$ cat config.mk
export PLATFORM = sky130hd
export DESIGN_NAME = spl_strap_latch
export DESIGN_NICKNAME = d
export VERILOG_FILES = /design/src/shared/spl_pkg.sv /design/src/rtl/spl_strap_latch.sv /design/src/rtl/spl_sync.sv
export VERILOG_INCLUDE_DIRS = /design/src /design/src/shared
export SDC_FILE = /design/constraint.sdc
export NUM_CORES = 1
export LEC_CHECK = 0
export ABC_AREA = 0
export BUFFER_PORTS_ARGS = -buffer_cell sky130_fd_sc_hd__buf_2
export CAP_MARGIN = 30
export CORE_MARGIN = 2
export CORE_UTILIZATION = 35
export CTS_CLUSTER_SIZE = 25
export DETAILED_ROUTE_END_ITERATION = 10
export HOLD_SLACK_MARGIN = 0.03
export PLACE_DENSITY = 0.66
export SLEW_MARGIN = 20
export SYNTH_ARGS = -nofsm -noshare
export SYNTH_HDL_FRONTEND = slang
export SYNTH_SLANG_ARGS = --single-unit
$ cat constraint.sdc
create_clock -name core_clk -period 1.7 [get_ports core_clk]
set_input_delay 0.17 -clock core_clk [delete_from_list [all_inputs] [get_ports core_clk]]
set_output_delay 0.17 -clock core_clk [all_outputs]
set_load 0.1 [all_outputs]
$ cat src/shared/spl_regs.svh
// register offsets, field positions and reset values of the strap latch
`ifndef SPL_REGS_SVH
`define SPL_REGS_SVH
`define SPL_ADDR_W 4
`define SPL_OFS_STRAP 4'h0
`define SPL_OFS_OVR 4'h1
`define SPL_OFS_EFF 4'h2
`define SPL_OFS_PULL 4'h3
`define SPL_BIT_VSEL 0
`define SPL_BIT_BOOTA 1
`define SPL_BIT_BOOTB 2
`define SPL_BIT_LOG 3
`define SPL_BIT_OEDGE 4
`define SPL_BIT_OVR_VEN 5
`define SPL_BIT_OVR_SEN 6
`define SPL_BIT_OVR_OEN 7
`define SPL_PULL_DEFAULT 5'h1a
`define SPL_OVR_RESET 8'h00
`endif

$ cat src/shared/spl_pkg.sv
// types shared by the strap latch files
package spl_pkg;
  typedef struct packed {
    logic output_edge_strap;
    logic log_and_sample_edge_strap;
    logic boot_source_strap_b;
    logic boot_source_strap_a;
    logic supply_voltage_strap;
  } spl_straps_t;
  typedef enum logic [1:0] {
    SPL_BOOT_FLASH = 2'h0,
    SPL_BOOT_DOWNLOAD = 2'h1,
    SPL_BOOT_OTHER = 2'h2
  } spl_boot_t;
  typedef enum logic [1:0] {
    SPL_ST_RESET = 2'h0,
    SPL_ST_LOAD = 2'h1,
    SPL_ST_HOLD = 2'h3
  } spl_state_t;
  typedef struct packed {
    logic vsel_1v8;
    spl_boot_t boot_src;
    logic log_en;
    logic sdio_sample_rise;
    logic sdio_output_rise;
  } spl_cfg_t;
endpackage : spl_pkg

$ cat src/rtl/spl_strap_latch.sv
// strap latch: captures boot straps at reset release and serves them to software
// Functional notes
// on reset release latch each of five strap inputs as one bit
// capture follows power-on, watchdog or brownout reset release
// latched bits stay fixed until power-down, whatever the pins do; the code reloads them at every reset release
// during reset each strap input gets its weak default pull
// after reset release strap pins act as ordinary function pins
// latched strap bits readable through a read-only status register
// supply strap 0 selects 3.3 V, 1 selects 1.8 V
// strap A high boots flash; A and B low select download boot
// log strap high enables boot log on first serial tx line
// log strap picks sdio sample edge, fifth strap picks output edge
// firmware may override voltage and sdio edge selection after boot
// outside party never holds supply strap high at power-up
// outside party drives straps to wanted levels at power-on
// enable input active high; low keeps module disabled
// synchronise pins, load once when reset deasserts, never again; the code loads again at each later reset release
//
// The placing of the registers and the address-and-strobe port were decided locally.
`timescale 1ns/1ns
`include "spl_regs.svh"
module spl_strap_latch (
  // clock and reset
  input wire logic core_clk,
  input wire logic srst,
  // reset sources and module enable
  input wire logic por_rst,
  input wire logic wdt_rst,
  input wire logic bod_rst,
  input wire logic module_en,
  // strap pins, levels from the pads
  input wire spl_pkg::spl_straps_t strap_in,
  // pad pull control and pin function select
  output logic [4:0] pull_up_en,
  output logic [4:0] pull_dn_en,
  output logic pins_normal_func,
  // register port
  input wire logic [`SPL_ADDR_W-1:0] reg_addr,
  input wire logic [7:0] reg_wdata,
  input wire logic reg_wr,
  input wire logic reg_rd,
  output logic [7:0] reg_rdata,
  // configuration to boot logic
  output spl_pkg::spl_cfg_t cfg_out,
  output logic boot_log_en,
  output logic run_en
);
  import spl_pkg::*;

  // ==========================================================
  // reset combination
  // ==========================================================
  logic sys_rst;
  assign sys_rst = srst | por_rst | wdt_rst | bod_rst | ~module_en;

  // ==========================================================
  // pin synchroniser
  // ==========================================================
  logic [4:0] pins_sync;
  spl_sync #(
    .WIDTH(5)
  ) u_sync (
    .core_clk(core_clk),
    .srst(srst),
    .d_in(strap_in),
    .q_out(pins_sync)
  );

  // ==========================================================
  // capture sequencer
  // ==========================================================
  spl_state_t state_ff;
  spl_state_t nxt_state;
  logic [2:0] settle_ff;
  logic load_pulse;

  // cycles since release; the release sequence must be done before it saturates
  always_ff @(posedge core_clk) begin
    if (sys_rst) begin
      settle_ff <= 3'h0;
    end else if (settle_ff != 3'h7) begin
      settle_ff <= settle_ff + 3'h1;
    end
  end

  always_comb begin
    nxt_state = state_ff;
    unique case (state_ff)
      SPL_ST_RESET: begin
        if (!sys_rst) begin
          nxt_state = SPL_ST_LOAD;
        end
      end
      SPL_ST_LOAD: begin
        nxt_state = SPL_ST_HOLD;
      end
      SPL_ST_HOLD: begin
        nxt_state = SPL_ST_HOLD;
      end
      default: begin
        nxt_state = SPL_ST_RESET;
      end
    endcase
  end

  // a reset while holding returns to RESET and reloads: straps follow each boot
  always_ff @(posedge core_clk) begin
    if (sys_rst) begin
      state_ff <= SPL_ST_RESET;
    end else begin
      state_ff <= nxt_state;
    end
  end

  // load in the single cycle in which reset deasserts
  assign load_pulse = (state_ff == SPL_ST_RESET) && !sys_rst;

  // ==========================================================
  // strap latch
  // ==========================================================
  logic [4:0] strap_ff;

  // held apart from srst so power-down is the only real clear
  always_ff @(posedge core_clk) begin
    if (load_pulse) begin
      strap_ff <= pins_sync;
    end
  end

  // ==========================================================
  // pad pulls and pin function
  // ==========================================================
  localparam logic [4:0] PULL_DEF = `SPL_PULL_DEFAULT;

  always_ff @(posedge core_clk) begin
    if (sys_rst) begin
      pull_up_en <= PULL_DEF;
      pull_dn_en <= ~PULL_DEF;
      pins_normal_func <= 1'b0;
    end else if (state_ff != SPL_ST_RESET) begin
      pull_up_en <= 5'h00;
      pull_dn_en <= 5'h00;
      pins_normal_func <= 1'b1;
    end
  end

  // ==========================================================
  // firmware override register
  // ==========================================================
  logic [7:0] ovr_ff;

  always_ff @(posedge core_clk) begin
    if (srst) begin
      ovr_ff <= `SPL_OVR_RESET;
    end else if (reg_wr && reg_addr == `SPL_OFS_OVR && state_ff == SPL_ST_HOLD) begin
      ovr_ff <= reg_wdata;
    end
  end

  // ==========================================================
  // decoded configuration
  // ==========================================================
  spl_cfg_t nxt_cfg;
  logic [4:0] eff_bits;

  always_comb begin
    eff_bits = strap_ff;
    if (ovr_ff[`SPL_BIT_OVR_VEN]) begin
      eff_bits[`SPL_BIT_VSEL] = ovr_ff[`SPL_BIT_VSEL];
    end
    if (ovr_ff[`SPL_BIT_OVR_SEN]) begin
      eff_bits[`SPL_BIT_LOG] = ovr_ff[`SPL_BIT_LOG];
    end
    if (ovr_ff[`SPL_BIT_OVR_OEN]) begin
      eff_bits[`SPL_BIT_OEDGE] = ovr_ff[`SPL_BIT_OEDGE];
    end
    nxt_cfg.vsel_1v8 = eff_bits[`SPL_BIT_VSEL];
    if (strap_ff[`SPL_BIT_BOOTA]) begin
      nxt_cfg.boot_src = SPL_BOOT_FLASH;
    end else if (!strap_ff[`SPL_BIT_BOOTB]) begin
      nxt_cfg.boot_src = SPL_BOOT_DOWNLOAD;
    end else begin
      nxt_cfg.boot_src = SPL_BOOT_OTHER;
    end
    // the log choice is the captured strap; override only moves the sdio edge
    nxt_cfg.log_en = strap_ff[`SPL_BIT_LOG];
    nxt_cfg.sdio_sample_rise = eff_bits[`SPL_BIT_LOG];
    nxt_cfg.sdio_output_rise = eff_bits[`SPL_BIT_OEDGE];
  end

  always_ff @(posedge core_clk) begin
    if (state_ff != SPL_ST_HOLD) begin
      cfg_out <= '0;
      boot_log_en <= 1'b0;
    end else begin
      cfg_out <= nxt_cfg;
      boot_log_en <= nxt_cfg.log_en;
    end
  end

  always_ff @(posedge core_clk) begin
    if (sys_rst) begin
      run_en <= 1'b0;
    end else begin
      run_en <= (state_ff == SPL_ST_HOLD);
    end
  end

  // ==========================================================
  // register read port
  // ==========================================================
  always_ff @(posedge core_clk) begin
    if (srst) begin
      reg_rdata <= 8'h00;
    end else if (reg_rd) begin
      unique case (reg_addr)
        `SPL_OFS_STRAP: reg_rdata <= {3'h0, strap_ff};
        `SPL_OFS_OVR: reg_rdata <= ovr_ff;
        `SPL_OFS_EFF: reg_rdata <= {3'h0, eff_bits};
        `SPL_OFS_PULL: reg_rdata <= {3'h0, PULL_DEF};
        default: reg_rdata <= 8'h00;
      endcase
    end else begin
      reg_rdata <= 8'h00;
    end
  end

  // ==========================================================
  // checks
  // ==========================================================
  property p_load_once;
    @(posedge core_clk) disable iff (srst)
      (state_ff == SPL_ST_RESET && !sys_rst) |=> (strap_ff == $past(pins_sync));
  endproperty
  a_load_once: assert property (p_load_once) else $error("strap not loaded");

  property p_hold;
    @(posedge core_clk) disable iff (sys_rst)
      (state_ff == SPL_ST_HOLD) |=> $stable(strap_ff);
  endproperty
  a_hold: assert property (p_hold) else $error("strap changed while held");

  property p_pulls;
    @(posedge core_clk) disable iff (srst)
      sys_rst |=> (pull_up_en == PULL_DEF && pull_dn_en == ~PULL_DEF);
  endproperty
  a_pulls: assert property (p_pulls) else $error("default pulls missing");

  property p_normal;
    @(posedge core_clk) disable iff (sys_rst)
      (state_ff == SPL_ST_HOLD) |=> pins_normal_func;
  endproperty
  a_normal: assert property (p_normal) else $error("pins not released");

  property p_read;
    @(posedge core_clk) disable iff (srst)
      (reg_rd && reg_addr == `SPL_OFS_STRAP) |=> (reg_rdata[4:0] == $past(strap_ff));
  endproperty
  a_read: assert property (p_read) else $error("strap read wrong");

  property p_vsel;
    @(posedge core_clk) disable iff (sys_rst)
      (state_ff == SPL_ST_HOLD && !ovr_ff[`SPL_BIT_OVR_VEN])
        |=> (cfg_out.vsel_1v8 == $past(strap_ff[`SPL_BIT_VSEL]));
  endproperty
  a_vsel: assert property (p_vsel) else $error("voltage select wrong");

  property p_boot;
    @(posedge core_clk) disable iff (sys_rst)
      (state_ff == SPL_ST_HOLD && strap_ff[`SPL_BIT_BOOTA]) |=> (cfg_out.boot_src == SPL_BOOT_FLASH);
  endproperty
  a_boot: assert property (p_boot) else $error("flash boot not chosen");

  property p_oedge;
    @(posedge core_clk) disable iff (sys_rst)
      (state_ff == SPL_ST_HOLD && ovr_ff[`SPL_BIT_OVR_OEN])
        |=> (cfg_out.sdio_output_rise == $past(ovr_ff[`SPL_BIT_OEDGE]));
  endproperty
  a_oedge: assert property (p_oedge) else $error("edge override ignored");

  property p_en;
    @(posedge core_clk) disable iff (srst)
      !module_en |=> !run_en;
  endproperty
  a_en: assert property (p_en) else $error("runs while disabled");

  // boot logic must see an idle configuration while the module is disabled
  property p_cfg_idle;
    @(posedge core_clk) disable iff (srst)
      (!module_en && state_ff == SPL_ST_RESET) |=> (cfg_out == '0 && !boot_log_en);
  endproperty
  a_cfg_idle: assert property (p_cfg_idle) else $error("config driven while disabled");

  property p_sources;
    @(posedge core_clk) disable iff (srst)
      (por_rst || wdt_rst || bod_rst) |=> (state_ff == SPL_ST_RESET && !run_en);
  endproperty
  a_sources: assert property (p_sources) else $error("reset source ignored");

  property p_release_pulls;
    @(posedge core_clk) disable iff (sys_rst)
      (state_ff != SPL_ST_RESET)
        |=> (pull_up_en == 5'h00 && pull_dn_en == 5'h00 && pins_normal_func);
  endproperty
  a_release_pulls: assert property (p_release_pulls) else $error("pulls kept");

  property p_unmapped;
    @(posedge core_clk) disable iff (srst)
      (reg_rd && reg_addr > `SPL_OFS_PULL) |=> (reg_rdata == 8'h00);
  endproperty
  a_unmapped: assert property (p_unmapped) else $error("unmapped read not zero");

  property p_download;
    @(posedge core_clk) disable iff (sys_rst)
      (state_ff == SPL_ST_HOLD && !strap_ff[`SPL_BIT_BOOTA] && !strap_ff[`SPL_BIT_BOOTB])
        |=> (cfg_out.boot_src == SPL_BOOT_DOWNLOAD);
  endproperty
  a_download: assert property (p_download) else $error("download boot not chosen");

  // the log choice ignores the override register on purpose
  property p_log;
    @(posedge core_clk) disable iff (sys_rst)
      (state_ff == SPL_ST_HOLD) |=> (boot_log_en == $past(strap_ff[`SPL_BIT_LOG]));
  endproperty
  a_log: assert property (p_log) else $error("boot log enable wrong");

  property p_sample;
    @(posedge core_clk) disable iff (sys_rst)
      (state_ff == SPL_ST_HOLD && !ovr_ff[`SPL_BIT_OVR_SEN])
        |=> (cfg_out.sdio_sample_rise == $past(strap_ff[`SPL_BIT_LOG]));
  endproperty
  a_sample: assert property (p_sample) else $error("sample edge wrong");

  property p_oedge_strap;
    @(posedge core_clk) disable iff (sys_rst)
      (state_ff == SPL_ST_HOLD && !ovr_ff[`SPL_BIT_OVR_OEN])
        |=> (cfg_out.sdio_output_rise == $past(strap_ff[`SPL_BIT_OEDGE]));
  endproperty
  a_oedge_strap: assert property (p_oedge_strap) else $error("output edge wrong");

  property p_vsel_ovr;
    @(posedge core_clk) disable iff (sys_rst)
      (state_ff == SPL_ST_HOLD && ovr_ff[`SPL_BIT_OVR_VEN])
        |=> (cfg_out.vsel_1v8 == $past(ovr_ff[`SPL_BIT_VSEL]));
  endproperty
  a_vsel_ovr: assert property (p_vsel_ovr) else $error("voltage override ignored");

  // a saturated counter means the release sequence must already be complete
  property p_settled;
    @(posedge core_clk) disable iff (sys_rst)
      (settle_ff == 3'h7) |-> (run_en && pins_normal_func && state_ff == SPL_ST_HOLD);
  endproperty
  a_settled: assert property (p_settled) else $error("release sequence stalled");

  c_download: cover property (@(posedge core_clk) cfg_out.boot_src == SPL_BOOT_DOWNLOAD);
  c_other: cover property (@(posedge core_clk) cfg_out.boot_src == SPL_BOOT_OTHER);
  c_wdt: cover property (@(posedge core_clk) wdt_rst ##1 !wdt_rst ##3 run_en);
  c_ovr: cover property (@(posedge core_clk) reg_wr && reg_addr == `SPL_OFS_OVR);
endmodule : spl_strap_latch

$ cat src/rtl/spl_sync.sv
// two-flop synchroniser for a bus of levels
`timescale 1ns/1ns
module spl_sync #(
  parameter int WIDTH = 5
) (
  // clock and reset
  input wire logic core_clk,
  input wire logic srst,
  // levels
  input wire logic [WIDTH-1:0] d_in,
  output logic [WIDTH-1:0] q_out
);
  logic [WIDTH-1:0] meta_ff;
  logic [WIDTH-1:0] sync_ff;
  // first stage feeds only the second stage
  always_ff @(posedge core_clk) begin
    meta_ff <= d_in;
    sync_ff <= meta_ff;
  end
  assign q_out = sync_ff;
endmodule : spl_sync

==> run metrics <==
status completed; min setup slack post-route 0.3874 ns; highest attainable clock frequency 761.9 MHz; Register-to-Register Path Depth 3; end of the worst register-to-register path ovr_ff[3]; number of antenna cells inserted 0; post-route clock period utilization 77.21%; crit end category output pin; cells along the critical path buf_2; critical path depth in cells 1; H-Tree Level Count 2; cell leakage power 0.0007688 uW; max incr delay on CP 0.45 ns; warning count from the yosys run 0; DRC violation count after routing 0; Buffers & Inverters on Critical Path 1; Routability Congestion 0.8321; total global routing track utilization 12.82%; largest cells by area after synthesis sky130_fd_sc_hd__dfxtp_1 50%, sky130_fd_sc_hd__edfxtp_1 10%, sky130_fd_sc_hd__buf_4 5.1%; Final Hold Viols 0; worst setup timing slack at the placement stage 0.2798 ns; Req. time, crit path 1.53 ns; Post-Synthesis Mean Instance Area 10.94 sq um; clock tree root buffer cell sky130_fd_sc_hd__clkbuf_8; post-detailed-routing wire length 2736 microns; sum of net half-perimeters after detailed placement 1917 microns; Max Slew Vio Count 0; fillcell total 396; worst min-delay path category in -> reg; Placed Cells 220; initial antenna violation count 0; worst-case clock skew 0.003087 ns; area of the core region 4029 sq um; RSZ-0062 raised after global routing no; Yosys cell types 32; Critical-path top delay cell sky130_fd_sc_hd__buf_2; max-cap violation count 0; count of flip-flops with a built-in enable after synthesis 5; actual slew at the worst max-slew pin 0.5709 ns; share of layout cells above drive strength 1 33.33%; Synth async-reset ratio 0%; maximum number of pins on one net before global-route repair 15; number of buffers inserted by port buffering 46; Critical Path Source pull_dn_en[0]; Final nets 207; post-CTS sizing 0; cell taking the most area after synthesis sky130_fd_sc_hd__dfxtp_1; remaining max-slew budget at the tightest pin 61.78%; number of buffers added by the clock tree synthesis step 5; Starting Density 36.65%; register clock-pin slew on the reported worst setup and hold paths 0.08 ns; synthesized instance count 135; final standard cell count with taps included and fillers excluded 233; worst supply voltage drop on vdd 622.1 uV; die area 4754 sq um; Clk Latency, worst-skew pair 0.30 ns; CP endpoint pull_up_en[3]; Data arrival, critical path 1.14 ns; number of primary I/O pins 52; first-pass iteration count of the detailed router 4; detailed-route vias per instance 4.502; FF-to-FF setup slack 0.54 ns; cell family contributing the most delay on the critical path buffers and inverters; most common flop cell mapped by yosys sky130_fd_sc_hd__dfxtp_1; wire length of the first global-routing pass 4222 microns; vias after detailed routing 1049; starting DRC count in detailed routing 40; post-synthesis register bit count 42; Antenna Nets Post-Route 0; area growth from synthesis to layout 25.76%; Setup Fix Bufs, Post-CTS 0; global-route congestion overflow total 0; mapped cell area 1476 sq um; category of the most critical setup path reg -> out; critical path peak fanout 6; combined flip-flop and latch cell area 890.9 sq um; sequential cell area fraction in the yosys report 60.34%; number of buffers on the longest clock path 2; origin of the critical flop-to-flop path state_ff[1]; die height 68.95 microns; clock tree from TritonCTS built; horizontal die dimension 68.95 microns; via count of the first global-routing pass 972; setup-violating endpoint count in the final report 0; standard-cell row count 23; per-cell routed wire length 11.74 microns; clock period minus worst slack 1.313 ns; crit path launch type register; sinks on the clock net 42; power density cells 1127 nW/um^2; portion of synthesized cell area occupied by the leading cell type 50.17%; TNS Setup 0 ns; total area of multi-input combinational cells 470.5 sq um
## report_power, final
group / internal, uW / switching [uW] / total [uW]
clock network: 588 / 345 / 933
registers: 1020 / 4.79 / 1020
logic: 39.0 / 97.1 / 136
total: 1650 / 446 / 2090
## what timing repair did
action,4_1_cts,5_1_grt
hold buffers,5,0
endpoints found under the hold margin,5,0
setup endpoints to repair,0,0
## layout by cell type, fill, tap and decap left out, types with 2 or more instances in the layout
cell type / synthesis / layout
sky130_fd_sc_hd__a21oi_1: 12 / 12
sky130_fd_sc_hd__nand2_1: 6 / 6
sky130_fd_sc_hd__and2_1: 3 / 3
sky130_fd_sc_hd__dfxtp_1: 37 / 37
sky130_fd_sc_hd__inv_1: 2 / 2
sky130_fd_sc_hd__nor2_1: 11 / 11
sky130_fd_sc_hd__nand3b_1: 2 / 2
sky130_fd_sc_hd__bufinv_16: 0 / 2
sky130_fd_sc_hd__buf_2: 2 / 46
sky130_fd_sc_hd__o21ai_1: 8 / 8
sky130_fd_sc_hd__edfxtp_1: 5 / 5
sky130_fd_sc_hd__a21o_1: 2 / 2
sky130_fd_sc_hd__clkbuf_8: 0 / 5
sky130_fd_sc_hd__nor3_1: 3 / 3
sky130_fd_sc_hd__conb_1: 1 / 5
sky130_fd_sc_hd__dlygate4sd3_1: 0 / 5
sky130_fd_sc_hd__nand3_1: 9 / 9
sky130_fd_sc_hd__mux2i_1: 3 / 3
sky130_fd_sc_hd__and3_1: 2 / 2
## sequential cells by signal (all words and copies together) (netlist names)
name / count
u_sync.q_out: 5
run_en: 1
cfg_out: 5
u_sync.meta_ff: 5
reg_rdata: 8
pull_dn_en: 1
ovr_ff: 8
boot_log_en: 1
state_ff: 2
pins_normal_func: 1
strap_ff: 5
## Yosys cell counts, types with 2 or more instances
cell type                  count
sky130_fd_sc_hd__nor2_1       11
sky130_fd_sc_hd__nand2_1       6
sky130_fd_sc_hd__buf_2         2
sky130_fd_sc_hd__mux2i_1       3
sky130_fd_sc_hd__o21ai_1       8
sky130_fd_sc_hd__inv_1         2
sky130_fd_sc_hd__nor3_1        3
sky130_fd_sc_hd__a21oi_1      12
sky130_fd_sc_hd__edfxtp_1      5
sky130_fd_sc_hd__nand3b_1      2
sky130_fd_sc_hd__buf_6         3
sky130_fd_sc_hd__and2_1        3
sky130_fd_sc_hd__dfxtp_1      37
sky130_fd_sc_hd__and3_1        2
sky130_fd_sc_hd__a21o_1        2
sky130_fd_sc_hd__nand3_1       9
sky130_fd_sc_hd__buf_4        10
## worst register-to-register path, stage by stage (launching register included)
cell                      delay [ns]
sky130_fd_sc_hd__dfxtp_1        0.45
sky130_fd_sc_hd__and3_1         0.38
sky130_fd_sc_hd__nand3_1        0.13
sky130_fd_sc_hd__a21oi_1        0.15
## area by class of cell
type / instances / share of cell area [%]
inverters: 2 / 0.4043
flip-flops and latches: 42 / 47.98
clock inverters: 3 / 3.706
well taps: 50 / 3.369
multi-input cells: 79 / 25.34
clock buffers: 5 / 3.706
repair buffers: 52 / 15.50
## per-layer routing
metal	global-route usage, %	wire [microns]	up-vias
li1	-	-	543
met1	14.36	1234	457
met2	20.43	1204	43
met3	6.331	248	6
met4	5.882	48	0
met5	0	0	-
## how the worst min path moves through the flow
stage	end	slack, ns	cells after the start	start
floorplan	u_sync.meta_ff[0]	0.20	0	strap_in[0]
finish	ovr_ff[5]	0.12	3	reg_wdata[5]
global placement	u_sync.meta_ff[2]	0.27	1	strap_in[2]
detailed placement	u_sync.meta_ff[1]	0.27	1	strap_in[1]
global route	ovr_ff[6]	0.12	3	reg_wdata[6]
CTS	ovr_ff[5]	0.11	3	reg_wdata[5]
## cells by family (layout without fill, tap and decap cells)
group | count (synthesis) | after routing | synth area share (%)
AOI/OAI and AO/OA | 27 | 27 | 11.27
and+or+nand+nor | 44 | 44 | 17.29
muxes | 3 | 3 | 2.034
buffers and inverters | 18 | 62 | 8.813
DFF | 42 | 42 | 60.34
other | 1 | 5 | 0.2540
## per-stage QoR
| stage | hold slack (ns) | utilization, % | total power [uW] | instance area, sq um |
|---|---|---|---|---|
| 2_1_floorplan | 0.1977 | - | 1151 | 1491 |
| 3_3_place_gp | 0.2727 | 41.43 | 1173 | 1669 |
| 3_5_place_dp | 0.2736 | 41.43 | 1173 | 1669 |
| 4_1_cts | 0.1112 | 46.09 | 2113 | 1857 |
| 5_1_grt | 0.1218 | 46.09 | 2175 | 1857 |
| 6_report | 0.1162 | 46.09 | 2092 | 1857 |
Power figures use the tool's default switching activity.
